==> config.mk <==
export PLATFORM = sky130hd
export DESIGN_NAME = rpms_sequencer
export DESIGN_NICKNAME = d
export VERILOG_FILES = /design/src/rpms_pkg.sv /design/src/rpms_sequencer.sv
export SDC_FILE = /design/constraint.sdc
export NUM_CORES = 1
export LEC_CHECK = 0
export BUFFER_PORTS_ARGS = -buffer_cell sky130_fd_sc_hd__clkbuf_2
export CAP_MARGIN = 5
export CORE_ASPECT_RATIO = 1.5
export CORE_MARGIN = 2
export CORE_UTILIZATION = 45
export DETAILED_ROUTE_END_ITERATION = 10
export GPL_ROUTABILITY_DRIVEN = 0
export GPL_TIMING_DRIVEN = 0
export PLACE_DENSITY = 0.64
export RECOVER_POWER = 50
export SLEW_MARGIN = 10
export SYNTH_ARGS = -nofsm -noshare
export SYNTH_HDL_FRONTEND = slang
export SYNTH_SLANG_ARGS = --single-unit
==> constraint.sdc <==
create_clock -name pclk -period 11.3 [get_ports pclk]
set_clock_uncertainty 0.15 [all_clocks]
set_input_delay 1.13 -clock pclk [delete_from_list [all_inputs] [get_ports pclk]]
set_output_delay 1.13 -clock pclk [all_outputs]
set_load 0.05 [all_outputs]
==> src/rpms_pkg.sv <==
// Functional notes
// - Merge pin, watchdog, power-on, brown-out, software resets
// - Hold reset until pin, oscillator, flash ready
// - Start RC oscillator first, allow start-up
// - Power flash, wait, then start its initialisation
// - Release reset with boot block at zero
// - RC oscillator is clock source leaving reset
// - Brown-out below level raises interrupt request
// - Brown-out pending readable even when unused
// - Four brown-out levels; selected one forces reset
// - Active after reset with default gating values
// - Each analog block switchable through run config
// - System clock source: RC, system or watchdog
// - Per-peripheral divider; zero stops that clock
// - Sleep gates core clock until interrupt/reset
// - Sleep keeps enabled peripherals and state running
// - Sleep interrupt wake keeps config; deep-sleep wake loads wake config; non-power-on reset restores defaults except brown-out control
// - Deep-sleep: all analog off except selected two
// - Deep-sleep: only watchdog oscillator may run
// - Run config writes act at once
// - RC power-down waits for clean clock stop

package rpms_pkg;

	// ****************************************
	// Timing
	// ****************************************
	localparam int          CLK_MHZ      = 40;          // pclk rate
	localparam int          IRC_START_US = 6;           // Oscillator start-up, longest
	localparam int          FLASH_PWR_US = 100;         // Flash power-up, least
	localparam logic [11:0] IRC_CYC      = 12'(IRC_START_US * CLK_MHZ);
	localparam logic [11:0] FLASH_CYC    = 12'(FLASH_PWR_US * CLK_MHZ);

	// ****************************************
	// Register offsets
	// ****************************************
	localparam logic [11:0] ADR_RUNPD  = 12'h000;   // run_power_down_config
	localparam logic [11:0] ADR_SLPPD  = 12'h004;   // sleep_power_down_config
	localparam logic [11:0] ADR_WAKPD  = 12'h008;   // wake_power_down_config
	localparam logic [11:0] ADR_BUSCLK = 12'h00c;   // bus_clock_enable_control
	localparam logic [11:0] ADR_MSEL   = 12'h010;   // main_clock_source_select
	localparam logic [11:0] ADR_SDIV   = 12'h014;   // system_clock_divider
	localparam logic [11:0] ADR_POWER_CONTROL_REGISTER   = 12'h018;   // power_control_register
	localparam logic [11:0] ADR_BODC   = 12'h01c;   // Brown-out control
	localparam logic [11:0] ADR_CAUSE  = 12'h020;   // Reset cause, write 1 clears
	localparam logic [11:0] ADR_STAT   = 12'h024;   // Live status, read only
	localparam logic [11:0] ADR_PDIV0  = 12'h028;   // First peripheral divider

	// ****************************************
	// Reset values and fields
	// ****************************************
	localparam logic [15:0] RUN_PD_RST  = 16'hedf0;     // Run config default
	localparam logic [15:0] SLP_PD_RST  = 16'hffff;     // Sleep config default
	localparam logic [15:0] WAK_PD_RST  = 16'hedf0;     // Wake config default
	localparam logic [31:0] BUS_CLK_RST = 32'h0000_001f; // Bus clock enables
	localparam int          PD_IRCOUT   = 0;            // RC output power-down
	localparam int          PD_IRC      = 1;            // RC power-down
	localparam int          PD_FLASH    = 2;            // Flash power-down
	localparam int          PD_BOD      = 3;            // Brown-out power-down
	localparam int          PD_WDTOSC   = 6;            // Watchdog osc power-down
	localparam int          PC_DPD      = 1;            // deep_powerdown_select_bit
	localparam int          PC_BOOT     = 2;            // Boot block mapped at 0
	localparam int          CS_POR      = 0;            // Cause: power-on
	localparam int          CS_EXT      = 1;            // Cause: pin
	localparam int          CS_WDT      = 2;            // Cause: watchdog
	localparam int          CS_BOD      = 3;            // Cause: brown-out
	localparam int          CS_SW       = 4;            // Cause: software
	localparam logic [1:0]  CLK_IRC     = 2'h0;         // Main clock: RC osc
	localparam logic [1:0]  CLK_SYSOSC  = 2'h1;         // Main clock: system osc
	localparam logic [1:0]  CLK_WDTOSC  = 2'h2;         // Main clock: watchdog osc

	// ****************************************
	// States
	// ****************************************
	typedef enum logic [2:0] {
		RS_HOLD  = 3'b000,  // A source is active
		RS_IRC   = 3'b001,  // Oscillator start-up
		RS_FPWR  = 3'b010,  // Flash power-up wait
		RS_FINIT = 3'b011,  // Flash initialising
		RS_RUN   = 3'b100   // Reset released
	} rpms_rst_t;

	typedef enum logic [1:0] {
		MD_ACTIVE = 2'b00,  // Core clocked
		MD_SLEEP  = 2'b01,  // Core gated
		MD_DEEP   = 2'b10   // Core gated, analog off
	} rpms_mode_t;

endpackage

==> src/rpms_sequencer.sv <==
// The APB interface to the registers and the register offsets are this design's own decisions.
`timescale 1ns/1ps
`default_nettype none

module rpms_sequencer import rpms_pkg::*; #(
	parameter int NPD = 3                       // Peripheral dividers
) (
	input  wire logic            pclk,          // 40 MHz clock
	input  wire logic            presetn,       // Power-on reset, low
	input  wire logic            psel,          // APB select
	input  wire logic            penable,       // APB enable
	input  wire logic            pwrite,        // APB direction
	input  wire logic [11:0]     paddr,         // APB byte address
	input  wire logic [31:0]     pwdata,        // APB write data
	output logic      [31:0]     prdata,        // APB read data
	output logic                 pready,        // APB ready
	output logic                 pslverr,       // APB unmapped access
	input  wire logic            ext_reset_n,   // Reset pin, low
	input  wire logic            wdt_reset,     // Watchdog reset level
	input  wire logic            irc_ok,        // RC oscillator running
	input  wire logic [3:0]      bod_below,     // Supply below each level
	input  wire logic            sw_reset_req,  // Core software reset pulse
	input  wire logic            flash_init_done, // Flash ready level
	input  wire logic            core_wfi,      // Wait-for-interrupt pulse
	input  wire logic            core_deep,     // deep_sleep_select_bit
	input  wire logic            irq_wake,      // Enabled interrupt pending
	output logic                 chip_reset_n_q, // Internal reset, low
	output logic                 flash_init_start_q, // Flash init pulse
	output logic      [15:0]     analog_pd_q,   // Analog power-downs
	output logic                 irc_clk_en_q,  // RC clock gate
	output logic                 core_clk_en_q, // Core clock gate
	output logic                 sys_clk_run_q, // System clock allowed
	output logic      [1:0]      main_clk_sel_q, // Main clock source
	output logic      [7:0]      sys_clk_div_q, // System clock divider
	output logic      [31:0]     bus_clk_en_q,  // Bus clock enables
	output logic      [NPD-1:0]  pclk_en_q,     // Peripheral clock ticks
	output logic                 bod_irq_q,     // Brown-out interrupt
	output logic                 boot_map_q,    // Boot block at zero
	output logic      [1:0]      power_mode_q   // Current mode
);

	// ****************************************
	// State
	// ****************************************
	typedef struct packed {
		rpms_rst_t               st;        // Reset sequence
		rpms_mode_t              md;        // Power mode
		logic [11:0]             cnt;       // Sequence timer
		logic                    ext_m;     // Pin sync stage 1
		logic                    ext_s;     // Pin sync stage 2
		logic                    wdt_m;     // Watchdog sync 1
		logic                    wdt_s;     // Watchdog sync 2
		logic                    irc_m;     // Oscillator sync 1
		logic                    irc_s;     // Oscillator sync 2
		logic [3:0]              bod_m;     // Brown-out sync 1
		logic [3:0]              bod_s;     // Brown-out sync 2
		logic [15:0]             run;       // Run config
		logic [15:0]             slp;       // Sleep config
		logic [15:0]             wak;       // Wake config
		logic [31:0]             bus;       // Bus clock enables
		logic [1:0]              msel;      // Main clock select
		logic [7:0]              sdiv;      // System divider
		logic                    dp_sel;    // Deep power-down select
		logic [4:0]              bodc;      // Brown-out control
		logic [4:0]              cause;     // Sticky reset causes
		logic [NPD-1:0][7:0]     pdiv;      // Peripheral dividers
		logic [NPD-1:0][7:0]     pcnt;      // Divider counters
		logic [NPD-1:0]          pclk_en;   // Divider ticks
		logic                    rdy;       // APB ready
		logic [31:0]             rdata;     // APB read data
		logic                    err;       // APB error
		logic                    chip_rst_n; // Internal reset
		logic                    fl_start;  // Flash start pulse
		logic                    irc_en;    // RC clock gate
		logic [15:0]             apd;       // Analog power-downs
		logic                    core_en;   // Core clock gate
		logic                    sys_run;   // System clock allowed
		logic                    bod_irq;   // Brown-out interrupt
		logic                    boot_map;  // Boot block mapped
	} rpms_st_t;

	localparam rpms_st_t R0 = '{
		st: RS_HOLD, md: MD_ACTIVE, run: RUN_PD_RST, slp: SLP_PD_RST,
		wak: WAK_PD_RST, bus: BUS_CLK_RST, cause: 5'h01, apd: RUN_PD_RST,
		irc_en: 1'b1, core_en: 1'b0, sys_run: 1'b1, boot_map: 1'b1,
		ext_m: 1'b1, ext_s: 1'b1, default: '0 // Pin sync idles released, no false cause
	};

	rpms_st_t    r;         // Registered state
	rpms_st_t    n;         // Next state
	logic        acc;       // Access phase
	logic        wr;        // Write takes effect
	logic        hit;       // Address mapped
	logic [31:0] rd;        // Read mux
	logic        bod_rst;   // Brown-out reset request
	logic        src;       // Any reset source
	logic [15:0] pd_req;    // Requested power-downs

	// Brown-out comparator at a chosen level
	function automatic logic bod_pick(input logic [3:0] lv, input logic [1:0] sel);
		return lv[sel];
	endfunction

	// ****************************************
	// Next state
	// ****************************************
	// All decisions in one place so the struct stays self-consistent
	always_comb begin
		n = r;
		// Asynchronous inputs pass two flops before use
		n.ext_m = ext_reset_n;
		n.ext_s = r.ext_m;
		n.wdt_m = wdt_reset;
		n.wdt_s = r.wdt_m;
		n.irc_m = irc_ok;
		n.irc_s = r.irc_m;
		n.bod_m = bod_below;
		n.bod_s = r.bod_m;
		n.fl_start = 1'b0;

		// APB: one wait state, answer registered
		acc = psel && penable;
		wr = acc && r.rdy && pwrite;
		hit = 1'b1;
		rd = '0;
		case (paddr)
			ADR_RUNPD:  rd = {16'h0000, r.run};
			ADR_SLPPD:  rd = {16'h0000, r.slp};
			ADR_WAKPD:  rd = {16'h0000, r.wak};
			ADR_BUSCLK: rd = r.bus;
			ADR_MSEL:   rd = {30'h0, r.msel};
			ADR_SDIV:   rd = {24'h0, r.sdiv};
			ADR_POWER_CONTROL_REGISTER:   rd = {29'h0, r.boot_map, r.dp_sel, 1'b0};
			ADR_BODC:   rd = {27'h0, r.bodc};
			ADR_CAUSE:  rd = {27'h0, r.cause};
			// Pending brown-out stays visible here
			ADR_STAT:   rd = {20'h0, r.bod_s, 1'b0, r.bod_irq, r.md, r.st, r.irc_en};
			default:    hit = 1'b0;
		endcase
		for (int i = 0; i < NPD; i++) begin
			if (paddr == ADR_PDIV0 + 12'(4 * i)) begin
				hit = 1'b1;
				rd = {24'h0, r.pdiv[i]};
			end
		end
		n.rdy = acc && !r.rdy;
		n.rdata = (acc && !r.rdy && !pwrite && hit) ? rd : 32'h0;
		n.err = acc && !r.rdy && !hit;

		// Register writes land on the edge that samples pready
		if (wr) begin
			case (paddr)
				ADR_RUNPD:  n.run = pwdata[15:0];
				ADR_SLPPD:  n.slp = pwdata[15:0];
				ADR_WAKPD:  n.wak = pwdata[15:0];
				ADR_BUSCLK: n.bus = pwdata;
				ADR_MSEL:   n.msel = pwdata[1:0];
				ADR_SDIV:   n.sdiv = pwdata[7:0];
				ADR_POWER_CONTROL_REGISTER: begin
					n.dp_sel = pwdata[PC_DPD];
					n.boot_map = pwdata[PC_BOOT];
				end
				ADR_BODC:   n.bodc = pwdata[4:0];
				ADR_CAUSE:  n.cause = r.cause & ~pwdata[4:0];
				default:    ;
			endcase
			for (int i = 0; i < NPD; i++) begin
				if (paddr == ADR_PDIV0 + 12'(4 * i)) begin
					n.pdiv[i] = pwdata[7:0];
				end
			end
		end

		// Brown-out reset at the selected level, if enabled and powered
		bod_rst = bod_pick(r.bod_s, r.bodc[1:0]) && r.bodc[4]
			&& !r.apd[PD_BOD];
		src = !r.ext_s || r.wdt_s || bod_rst || sw_reset_req;

		// Sequencer
		if (src) begin
			// Causes set after the clear, so a new one is never lost
			n.cause[CS_EXT] = n.cause[CS_EXT] || !r.ext_s;
			n.cause[CS_WDT] = n.cause[CS_WDT] || r.wdt_s;
			n.cause[CS_BOD] = n.cause[CS_BOD] || bod_rst;
			n.cause[CS_SW] = n.cause[CS_SW] || sw_reset_req;
			n.st = RS_HOLD;
			n.md = MD_ACTIVE;
			n.cnt = '0;
			// A pin, watchdog, brown-out or software reset restores the default configuration, except brown-out control (bodc)
			n.run = RUN_PD_RST;
			n.slp = SLP_PD_RST;
			n.wak = WAK_PD_RST;
			n.bus = BUS_CLK_RST;
			n.msel = CLK_IRC;
			n.sdiv = '0;
			n.dp_sel = 1'b0;
			n.pdiv = '0;
			n.boot_map = 1'b1;
		end else begin
			unique case (r.st)
				RS_HOLD: begin
					n.st = RS_IRC;
					n.cnt = '0;
				end
				RS_IRC: begin
					// Clock trusted after start-up time and running flag
					if (r.cnt == IRC_CYC - 12'h001 && r.irc_s) begin
						n.st = RS_FPWR;
						n.cnt = '0;
					end else if (r.cnt != IRC_CYC - 12'h001) begin
						n.cnt = r.cnt + 12'h001;
					end
				end
				RS_FPWR: begin
					// Flash powered, wait, then launch init
					if (r.cnt == FLASH_CYC - 12'h001) begin
						n.st = RS_FINIT;
						n.fl_start = 1'b1;
					end else begin
						n.cnt = r.cnt + 12'h001;
					end
				end
				RS_FINIT: begin
					if (flash_init_done) begin
						n.st = RS_RUN;
					end
				end
				RS_RUN: begin
					unique case (r.md)
						MD_ACTIVE: begin
							// Entry needs dp_sel clear; core_deep picks deep-sleep or sleep
							if (core_wfi && !r.dp_sel) begin
								n.md = core_deep ? MD_DEEP : MD_SLEEP;
							end
						end
						MD_SLEEP: begin
							// Config untouched on interrupt wake
							if (irq_wake) begin
								n.md = MD_ACTIVE;
							end
						end
						MD_DEEP: begin
							if (irq_wake) begin
								n.md = MD_ACTIVE;
								n.run = r.wak;
							end
						end
						default: n.md = MD_ACTIVE;
					endcase
				end
				default: n.st = RS_HOLD;
			endcase
		end

		// Peripheral dividers; zero stops the clock
		for (int i = 0; i < NPD; i++) begin
			n.pclk_en[i] = 1'b0;
			if (n.pdiv[i] == 8'h00) begin
				n.pcnt[i] = '0;
			end else if (r.pcnt[i] >= n.pdiv[i] - 8'h01) begin
				n.pcnt[i] = '0;
				n.pclk_en[i] = 1'b1;
			end else begin
				n.pcnt[i] = r.pcnt[i] + 8'h01;
			end
		end

		// Power-down request, from the next config so writes act at once
		pd_req = n.run;
		if (n.st != RS_RUN) begin
			pd_req = RUN_PD_RST;                // RC runs from the start
			pd_req[PD_FLASH] = (n.st == RS_HOLD) || (n.st == RS_IRC);
		end else if (n.md == MD_DEEP) begin
			// Only brown-out and watchdog osc may stay on
			pd_req = 16'hffff;
			pd_req[PD_BOD] = n.slp[PD_BOD];
			pd_req[PD_WDTOSC] = n.slp[PD_WDTOSC];
		end
		// RC clock stops a cycle before its power goes, no runt pulse
		n.irc_en = !pd_req[PD_IRC] && !pd_req[PD_IRCOUT];
		n.apd = pd_req;
		n.apd[PD_IRC] = pd_req[PD_IRC] && !r.irc_en;
		n.apd[PD_IRCOUT] = pd_req[PD_IRCOUT] && !r.irc_en;

		n.chip_rst_n = (n.st == RS_RUN);
		n.core_en = (n.st == RS_RUN) && (n.md == MD_ACTIVE);
		// Bus clocks stay as set in sleep
		n.sys_run = (n.md != MD_DEEP) || (n.msel == CLK_WDTOSC);
		n.bod_irq = bod_pick(r.bod_s, r.bodc[3:2]) && !r.apd[PD_BOD];
	end

	// ****************************************
	// Registers
	// ****************************************
	// Reset asserts at once; release only ever comes through the FSM
	always_ff @(posedge pclk or negedge presetn) begin
		if (!presetn) begin
			r <= R0;
		end else begin
			r <= n;
		end
	end

	// ****************************************
	// Outputs
	// ****************************************
	assign prdata             = r.rdata;
	assign pready             = r.rdy;
	assign pslverr            = r.err;
	assign chip_reset_n_q     = r.chip_rst_n;
	assign flash_init_start_q = r.fl_start;
	assign analog_pd_q        = r.apd;
	assign irc_clk_en_q       = r.irc_en;
	assign core_clk_en_q      = r.core_en;
	assign sys_clk_run_q      = r.sys_run;
	assign main_clk_sel_q     = r.msel;
	assign sys_clk_div_q      = r.sdiv;
	assign bus_clk_en_q       = r.bus;
	assign pclk_en_q          = r.pclk_en;
	assign bod_irq_q          = r.bod_irq;
	assign boot_map_q         = r.boot_map;
	assign power_mode_q       = r.md;
endmodule

`default_nettype wire

[Word level (Yosys, flattened, before mapping)]
Index checks and enable logic that the tools add are counted.
Widths: inputs -> output; s select.
Word-level totals
  bits in registers: 240
  bits of input ports: 61
  output and inout port bits: 104
  word-level logic and storage cells: 209
Operators by class
  add/sub/neg operators: 7
  magnitude comparators: 5
  equality and inequality tests: 29
  multiplexer cells: 67
  bitwise logic cells: 2
  reduce and logical (&&, ||, !) cells: 59
Operator list (number)
  $pmux 32 s10: 1
  $mux 32: 5
  $mux 16: 9
  $mux 125: 1
  $mux 8: 10
  $mux 75: 1
  $eq 12x6->1 const B: 5
  $eq 12x5->1 const B: 4
  $mux 12: 3
  $pmux 12 s3: 1
  $add 8x1->8 const B: 3
  $eq 12x4->1 const B: 2
  $ge 8x8->1: 3
  $logic_not 8->1: 3
  $mux 24: 1
  $sub 8x1->8 const B: 3
  $mux 1: 19
  $mux 17: 1
  $logic_and 1x1->1: 16
  $pmux 3 s5: 1
  $reduce_and 2->1: 7
  $add 12x1->12 const B: 1
  $eq 12x12->1 const B: 1
  $eq 12x3->1 const B: 1
  29 further kinds: 67

[Logic depth before layout (Yosys ltp)]
Gate-level depths: netlist (run 1).
  depth in word-level cells: 12
  mapped depth: 17
  mapped depth without buffers: 14

[Least setup slack after synthesis (run 1)]
Ideal clock, no wire load.
  path kind: input-to-reg
  start point: in paddr[6]
  end point: reg r[70] (netlist name)
  setup time: 0.086 ns
  arrival: 4.225 ns
  required time: 11.064 ns
  path slack: 6.839 ns
  stages on the path: 16
  buffers on the path: 2
  cells stage by stage: buf_4 nor3_1 and4_1 buf_2 nand3_2 mux2i_1 nand2b_1 ha_1 o31ai_1 xor2_1 ha_1 a21o_1 a2111oi_0 o21a_1 nor2_1 nor3_1
RTL lines
  start, declared: RTL line rpms_sequencer.sv:13  | input wire logic [11:0] paddr,
  end signal, assigned: RTL line rpms_sequencer.sv:300  | r <= n;
  end, declared: RTL line rpms_sequencer.sv:89  | rpms_st_t r;

==> results of run 1 <==
-- power by group through the flow --
| stage | combinational (uW) | sequential [uW] | clock [uW] |
|---|---|---|---|
| after floorplan | 32.5 | 883 | 0 |
| after CTS | 90.2 | 866 | 889 |
| after detailed placement | 89.8 | 881 | 0 |
| after global routing | 97.2 | 866 | 916 |
| final | 90.9 | 866 | 870 |
| after global placement | 86.2 | 881 | 0 |
-- worst max path at each step --
stage / cells past startpoint / slack [ns] / startpoint / end
floorplan: 16 / 6.84 / paddr[6] / r[70]
global placement: 1 / 4.01 / presetn / pclk_en_q[2]
detailed placement: 15 / 6.02 / sw_reset_req / r[74]
CTS: 15 / 6.57 / sw_reset_req / r[74]
global route: 1 / 5.50 / presetn / prdata[19]
finish: 1 / 6.39 / presetn / prdata[19]
-- layout by cell type, fill, tap and decap left out, types with 37 or more instances in the layout --
master | Yosys | routed
ha_1 | 37 | 37
dfstp_2 | 57 | 57
nand3_1 | 57 | 58
dfrtp_1 | 183 | 183
a21oi_1 | 70 | 70
and3_1 | 40 | 40
buf_4 | 98 | 98
mux2i_1 | 41 | 41
nor2_1 | 96 | 96
clkbuf_2 | 1 | 126
nand2_1 | 222 | 222
clkbuf_1 | 33 | 71
o21ai_0 | 47 | 47
-- state kept, by name, indices dropped and copies added (netlist names), 2 cells and up --
name,count
analog_pd_q,16
r,129
prdata,32
sys_clk_div_q,8
power_mode_q,2
main_clk_sel_q,2
bus_clk_en_q,32
pclk_en_q,3
n,7
-- metal layers --
metal / vias up / track usage
met3: 181 / 0.0498
met5: - / 0
li1: 5082 / -
met1: 5380 / 0.315
met2: 537 / 0.463
met4: 0 / 0.187
-- metrics by stage --
step	hold WS, ns	worst slack [ns]
after floorplan	0.181	6.84
after global placement	0.183	4.01
after detailed placement	0.185	6.02
after CTS	0.199	6.57
after global routing	0.211	5.50
final	0.198	6.39
-- cell type report --
type / instances / area (um2) / share of cell area
inverters: 27 / 101 / 0.00670
clock buffers: 33 / 686 / 0.0453
multi-input cells: 938 / 5750 / 0.380
plain buffers: 169 / 1060 / 0.0702
repair buffers: 159 / 802 / 0.0530
flip-flops and latches: 240 / 6080 / 0.402
well taps: 390 / 488 / 0.0323
clock inverters: 11 / 164 / 0.0108
-- kinds of logic (layout without fill, tap and decap cells) --
kind of cell | count (synthesis) | count (layout) | share of synthesized area
adders and majority gates | 37 | 37 | 0.0356
xor gates and xnor gates | 33 | 33 | 0.0222
buffers and inverters | 196 | 399 | 0.0897
and+or+nand+nor | 569 | 569 | 0.215
AOI/OAI and AO/OA | 243 | 243 | 0.124
DFF | 240 | 240 | 0.467
muxes | 56 | 56 | 0.0463
==> results.sh, run 1 <==
export IMPL_power_frac_comb=0.050
export IMPL_drc=0
export IMPL_final_cell_area_mm2=0.0151
export IMPL_utilization=0.528
export IMPL_crit_fanout=82
export IMPL_synth_edf_count=0
export IMPL_whs_endpoint="r[209]"
export IMPL_dieWidth_um=143
export IMPL_synthTopCellsByArea="dfrtp_1 35%, dfstp_2 12%, nand2_1 6.4%"
export IMPL_drtPass1Iterations=5
export IMPL_post_cts_repair_setup_buffers=0
export IMPL_finalSetupTns_ns=0
export IMPL_reg2reg_from="r[117]"
export IMPL_antenna_cells=0
export IMPL_worstPathCellList="clkbuf_1"
export IMPL_worst_ir_drop_vdd_mv=0.0890
export IMPL_grt_start_max_net_pins=94
export IMPL_p_int_uw=1400
export IMPL_maxCapViolCount=1
export IMPL_min_delay_start="n[209]"
export IMPL_status="finished, violations left"
export IMPL_switching_share=0.231
export IMPL_crit_arrival_ns=4.32
export IMPL_drive_gt1_frac=0.257
export IMPL_p_seq_frac=0.474
export IMPL_endpoint_kind="async pin"
export IMPL_hold_class="reg2reg"
export IMPL_synth_avg_cell_area_um2=9.46
export IMPL_cts_root_buffer="clkbuf_16"
export IMPL_wl_met1_um=15200
export IMPL_wl_per_cell_um=21.0
export IMPL_start_kind="input pin"
export IMPL_max_slew_margin_rel=-2.04
export IMPL_place_inst=1923
export IMPL_vias_per_cell=5.68
export IMPL_ys_warn_count=0
export IMPL_synth_seq_cells=240
export IMPL_worstSkewPairLatency_ns=0.54
export IMPL_dr_wl_met3_um=2810
export IMPL_ios=165
export IMPL_ctsHoldBuffers=0
export IMPL_synth_cell_area_mm2=0.0130
export IMPL_path_buf_inv=1
export IMPL_cts_reportedPaths_clkPinSlew_ns=0.07
export IMPL_cts_htree_levels=1
export IMPL_cts_resized=0
export IMPL_grt_usage=0.274
export IMPL_synth_common_cells="222 x nand2_1, 183 x dfrtp_1, 98 x buf_4, 96 x nor2_1, 70 x a21oi_1"
export IMPL_clockBufferDepth=3
export IMPL_async_flop_share=1.00
export IMPL_ant_nets=0
export IMPL_overflow=0
export IMPL_wl_um=41400
export IMPL_ys_types=81
export IMPL_worstMarginPinSlew_ns=4.55
export IMPL_yosysMostFrequentCell="nand2_1"
export IMPL_cts_buffers=24
export IMPL_fin_crit_ns=4.91
export IMPL_antenna_found_initial=0
export IMPL_dp_hpwl_um=30100
export IMPL_place_area_mm2=0.0143
export IMPL_setup_viol=0
export IMPL_violations="max-capacitance violations, max-slew violations"
export IMPL_grt_first_pass_wirelength_um=63200
export IMPL_dieArea_mm2=0.0303
export IMPL_fin_nets=1657
export IMPL_cts_tree="done"
export IMPL_finalHoldViolations=0
export IMPL_slew_violations=81
export IMPL_first_global_vias=11100
export IMPL_crit_type="in2async"
export IMPL_worst_r2r_path_depth=17
export IMPL_fill_cells=2734
export IMPL_highest_layer="met4"
export IMPL_period_share=0.434
export IMPL_cp_slowest_cell="clkbuf_1"
export IMPL_p_leak_uw=0.00721
export IMPL_fmax_ghz=0.204
export IMPL_synth_top_area_share=0.352
export IMPL_syn_num_nets=1472
export IMPL_synthCells=1374
export IMPL_switching_power_uw=423
export IMPL_rows=76
export IMPL_crit_required_ns=10.71
export IMPL_via_count=11200
export IMPL_clock_sinks=240
export IMPL_regToRegEndpoint="r[82]"
export IMPL_finalPower_uw=1830
export IMPL_whs_path_depth=0
export IMPL_drt_iter0_drc=940
export IMPL_syn_to_final_growth_pct=16.4
export IMPL_cp_top_family="buffers and inverters"
export IMPL_synth_ff_type="dfrtp_1"
export IMPL_rsz0062_at_grt="no"
export IMPL_fp_dieH_um=212
export IMPL_yosysSeqAreaShare=0.467
export IMPL_core_mm2=0.0286
export IMPL_final_cells=1967
export IMPL_yosysTopAreaCell="dfrtp_1"
export IMPL_cpPeakStageDelay_ns=3.14
export IMPL_routed_wl_met2_um=20200
export IMPL_start_util=0.454
export IMPL_rrSetupSlack_ns=6.54
export IMPL_io_buffers=157
export IMPL_p_per_area_mw_per_mm2=121
export IMPL_clockPowerShare=0.476
Note: power is estimated with default switching activity, not from simulation.
==> inputs of run 2 (changes only) <==
==> constraint.sdc (replaced) <==
create_clock -name pclk -period 4.6 [get_ports pclk]
set_clock_uncertainty 0.15 [all_clocks]
set_input_delay 0.46 -clock pclk [delete_from_list [all_inputs] [get_ports pclk]]
set_output_delay 0.46 -clock pclk [all_outputs]
set_load 0.05 [all_outputs]
==> results.sh, run 2 (synthesis gave the netlist of run 1 again) <==
export IMPL_status="finished, violations left"
export IMPL_violations="max-capacitance violations, max-slew violations"
export IMPL_crit_fanout=10
export IMPL_period_share=0.936
export IMPL_crit_arrival_ns=4.62
export IMPL_finalHoldViolations=0
export IMPL_regMostFlops="r"
export IMPL_fmax_ghz=0.232
export IMPL_via_count=11200
export IMPL_dieArea_mm2=0.0303
export IMPL_largest_reg_flops=129
export IMPL_cts_buffers=24
export IMPL_dp_hpwl_um=30100
export IMPL_fin_nets=1682
export IMPL_drt_iter0_drc=911
export IMPL_start_kind="register"
export IMPL_max_slew_margin_rel=-0.318
export IMPL_wl_um=41700
export IMPL_crit_type="reg2reg"
export IMPL_grt_first_pass_wirelength_um=63900
export IMPL_worstSkewPairLatency_ns=0.54
export IMPL_cts_reportedPaths_clkPinSlew_ns=0.07
export IMPL_grt_start_max_net_pins=94
export IMPL_drive_gt1_frac=0.257
export IMPL_wl_per_cell_um=20.9
export IMPL_drc=0
export IMPL_maxCapViolCount=2
export IMPL_overflow=0
export IMPL_rsz0062_at_grt="no"
export IMPL_endpoint_kind="register"
export IMPL_cts_htree_levels=1
export IMPL_crit_path_start="r[117]"
export IMPL_start_util=0.454
export IMPL_worst_ir_drop_vdd_mv=0.219
export IMPL_worstMarginPinSlew_ns=1.98
export IMPL_ant_nets=0
export IMPL_min_delay_start="pwdata[11]"
export IMPL_fp_dieH_um=212
export IMPL_core_mm2=0.0286
export IMPL_slew_violations=151
export IMPL_hold_class="in2reg"
export IMPL_crit_required_ns=4.91
export IMPL_cts_root_buffer="clkbuf_16"
export IMPL_clockBufferDepth=3
export IMPL_ios=165
export IMPL_reg2reg_from="r[117]"
export IMPL_final_common_cell="nand2_1"
export IMPL_place_area_mm2=0.0143
export IMPL_antenna_found_initial=0
export IMPL_dieWidth_um=143
export IMPL_p_leak_uw=0.00730
export IMPL_first_global_vias=11300
export IMPL_fin_crit_ns=4.31
export IMPL_final_cell_mix="222 x nand2_1, 183 x dfrtp_1, 124 x clkbuf_2, 99 x buf_4, 95 x nor2_1"
export IMPL_clock_sinks=240
export IMPL_utilization=0.538
export IMPL_setup_viol=0
export IMPL_cts_tree="done"
export IMPL_drtPass1Iterations=7
export IMPL_vias_per_cell=5.64
export IMPL_grt_usage=0.277
export IMPL_antenna_cells=0
export IMPL_p_per_area_mw_per_mm2=292
export IMPL_syn_to_final_growth_pct=18.3
export IMPL_io_buffers=157
export IMPL_final_cell_area_mm2=0.0154
export IMPL_rows=76
[run 2: stage by stage]
stage	power [uW]	hold WS (ns)	worst slack, ns	std cells	TNS (ns)
2_1_floorplan	2250	0.0144	0.716	1374	0
3_3_place_gp	2380	0.183	-2.02	1921	-380.37
3_5_place_dp	2390	0.185	-0.116	1923	-1.99
4_1_cts	4550	0.0137	0.0525	1992	0
5_1_grt	4630	0.0375	0.0644	1992	0
6_report	4500	0.0293	0.293	1992	0
[run 2: layer usage]
| layer | up-vias | track usage | part of all wire |
|---|---|---|---|
| met4 | 0 | 0.189 | 0.078 |
| met2 | 526 | 0.469 | 0.49 |
| li1 | 5135 | - | - |
| met5 | - | 0 | 0 |
| met1 | 5393 | 0.316 | 0.36 |
| met3 | 186 | 0.0498 | 0.070 |
[run 2: repair_timing]
| item | 4_1_cts | 5_1_grt |
|---|---|---|
| setup buffers | 0 | 0 |
| endpoints found under the hold margin | 80 | 0 |
| cloned | 0 | 0 |
| endpoints found under the setup margin | 24 | 25 |
| gates resized for setup | 2 | 11 |
| hold buffers | 25 | 0 |
[run 2: cell type report]
cell class,count,area [um2]
sequential,240,6080
clock inverter,11,164
fill,2714,13200
multi-input combinational,938,5790
tap,390,488
buffer,169,1080
clock buffer,33,686
timing repair buffer,184,1000
inverter,27,101
[run 2: path summary, 6_finish.rpt]
kind	slack, ns	cells past startpoint	endpoint
worst max-delay path	0.29	17	r[82]
worst min register to register	0.20	0	r[209]
max in group asynchronous	0.77	3	r[102]
worst min-delay path	0.03	3	r[172]
worst max register to register	0.29	17	r[82]
min in group asynchronous	0.88	2	prdata[10]
[run 2: critical path: stages, from the launching register on]
cell and delay [ns]:
dfrtp_1 0.47, or3b_2 0.50, o22ai_4 0.21, or2_2 0.15, buf_2 0.23, clkbuf_4 0.30
buf_4 0.26, a21o_1 0.19, ha_1 0.29, o211ai_1 0.12, o31a_1 0.12, o22ai_1 0.16
ha_1 0.29, a21oi_1 0.14, o21ai_0 0.10, a41oi_2 0.22, o21ai_2 0.16, nor2_1 0.14
[run 2: power by group]
| part | internal, uW | total (uW) | switching (uW) |
|---|---|---|---|
| combinational | 65.4 | 236 | 171 |
| sequential | 2120 | 2130 | 5.67 |
| clock | 1270 | 2140 | 864 |
| total | 3460 | 4500 | 1040 |
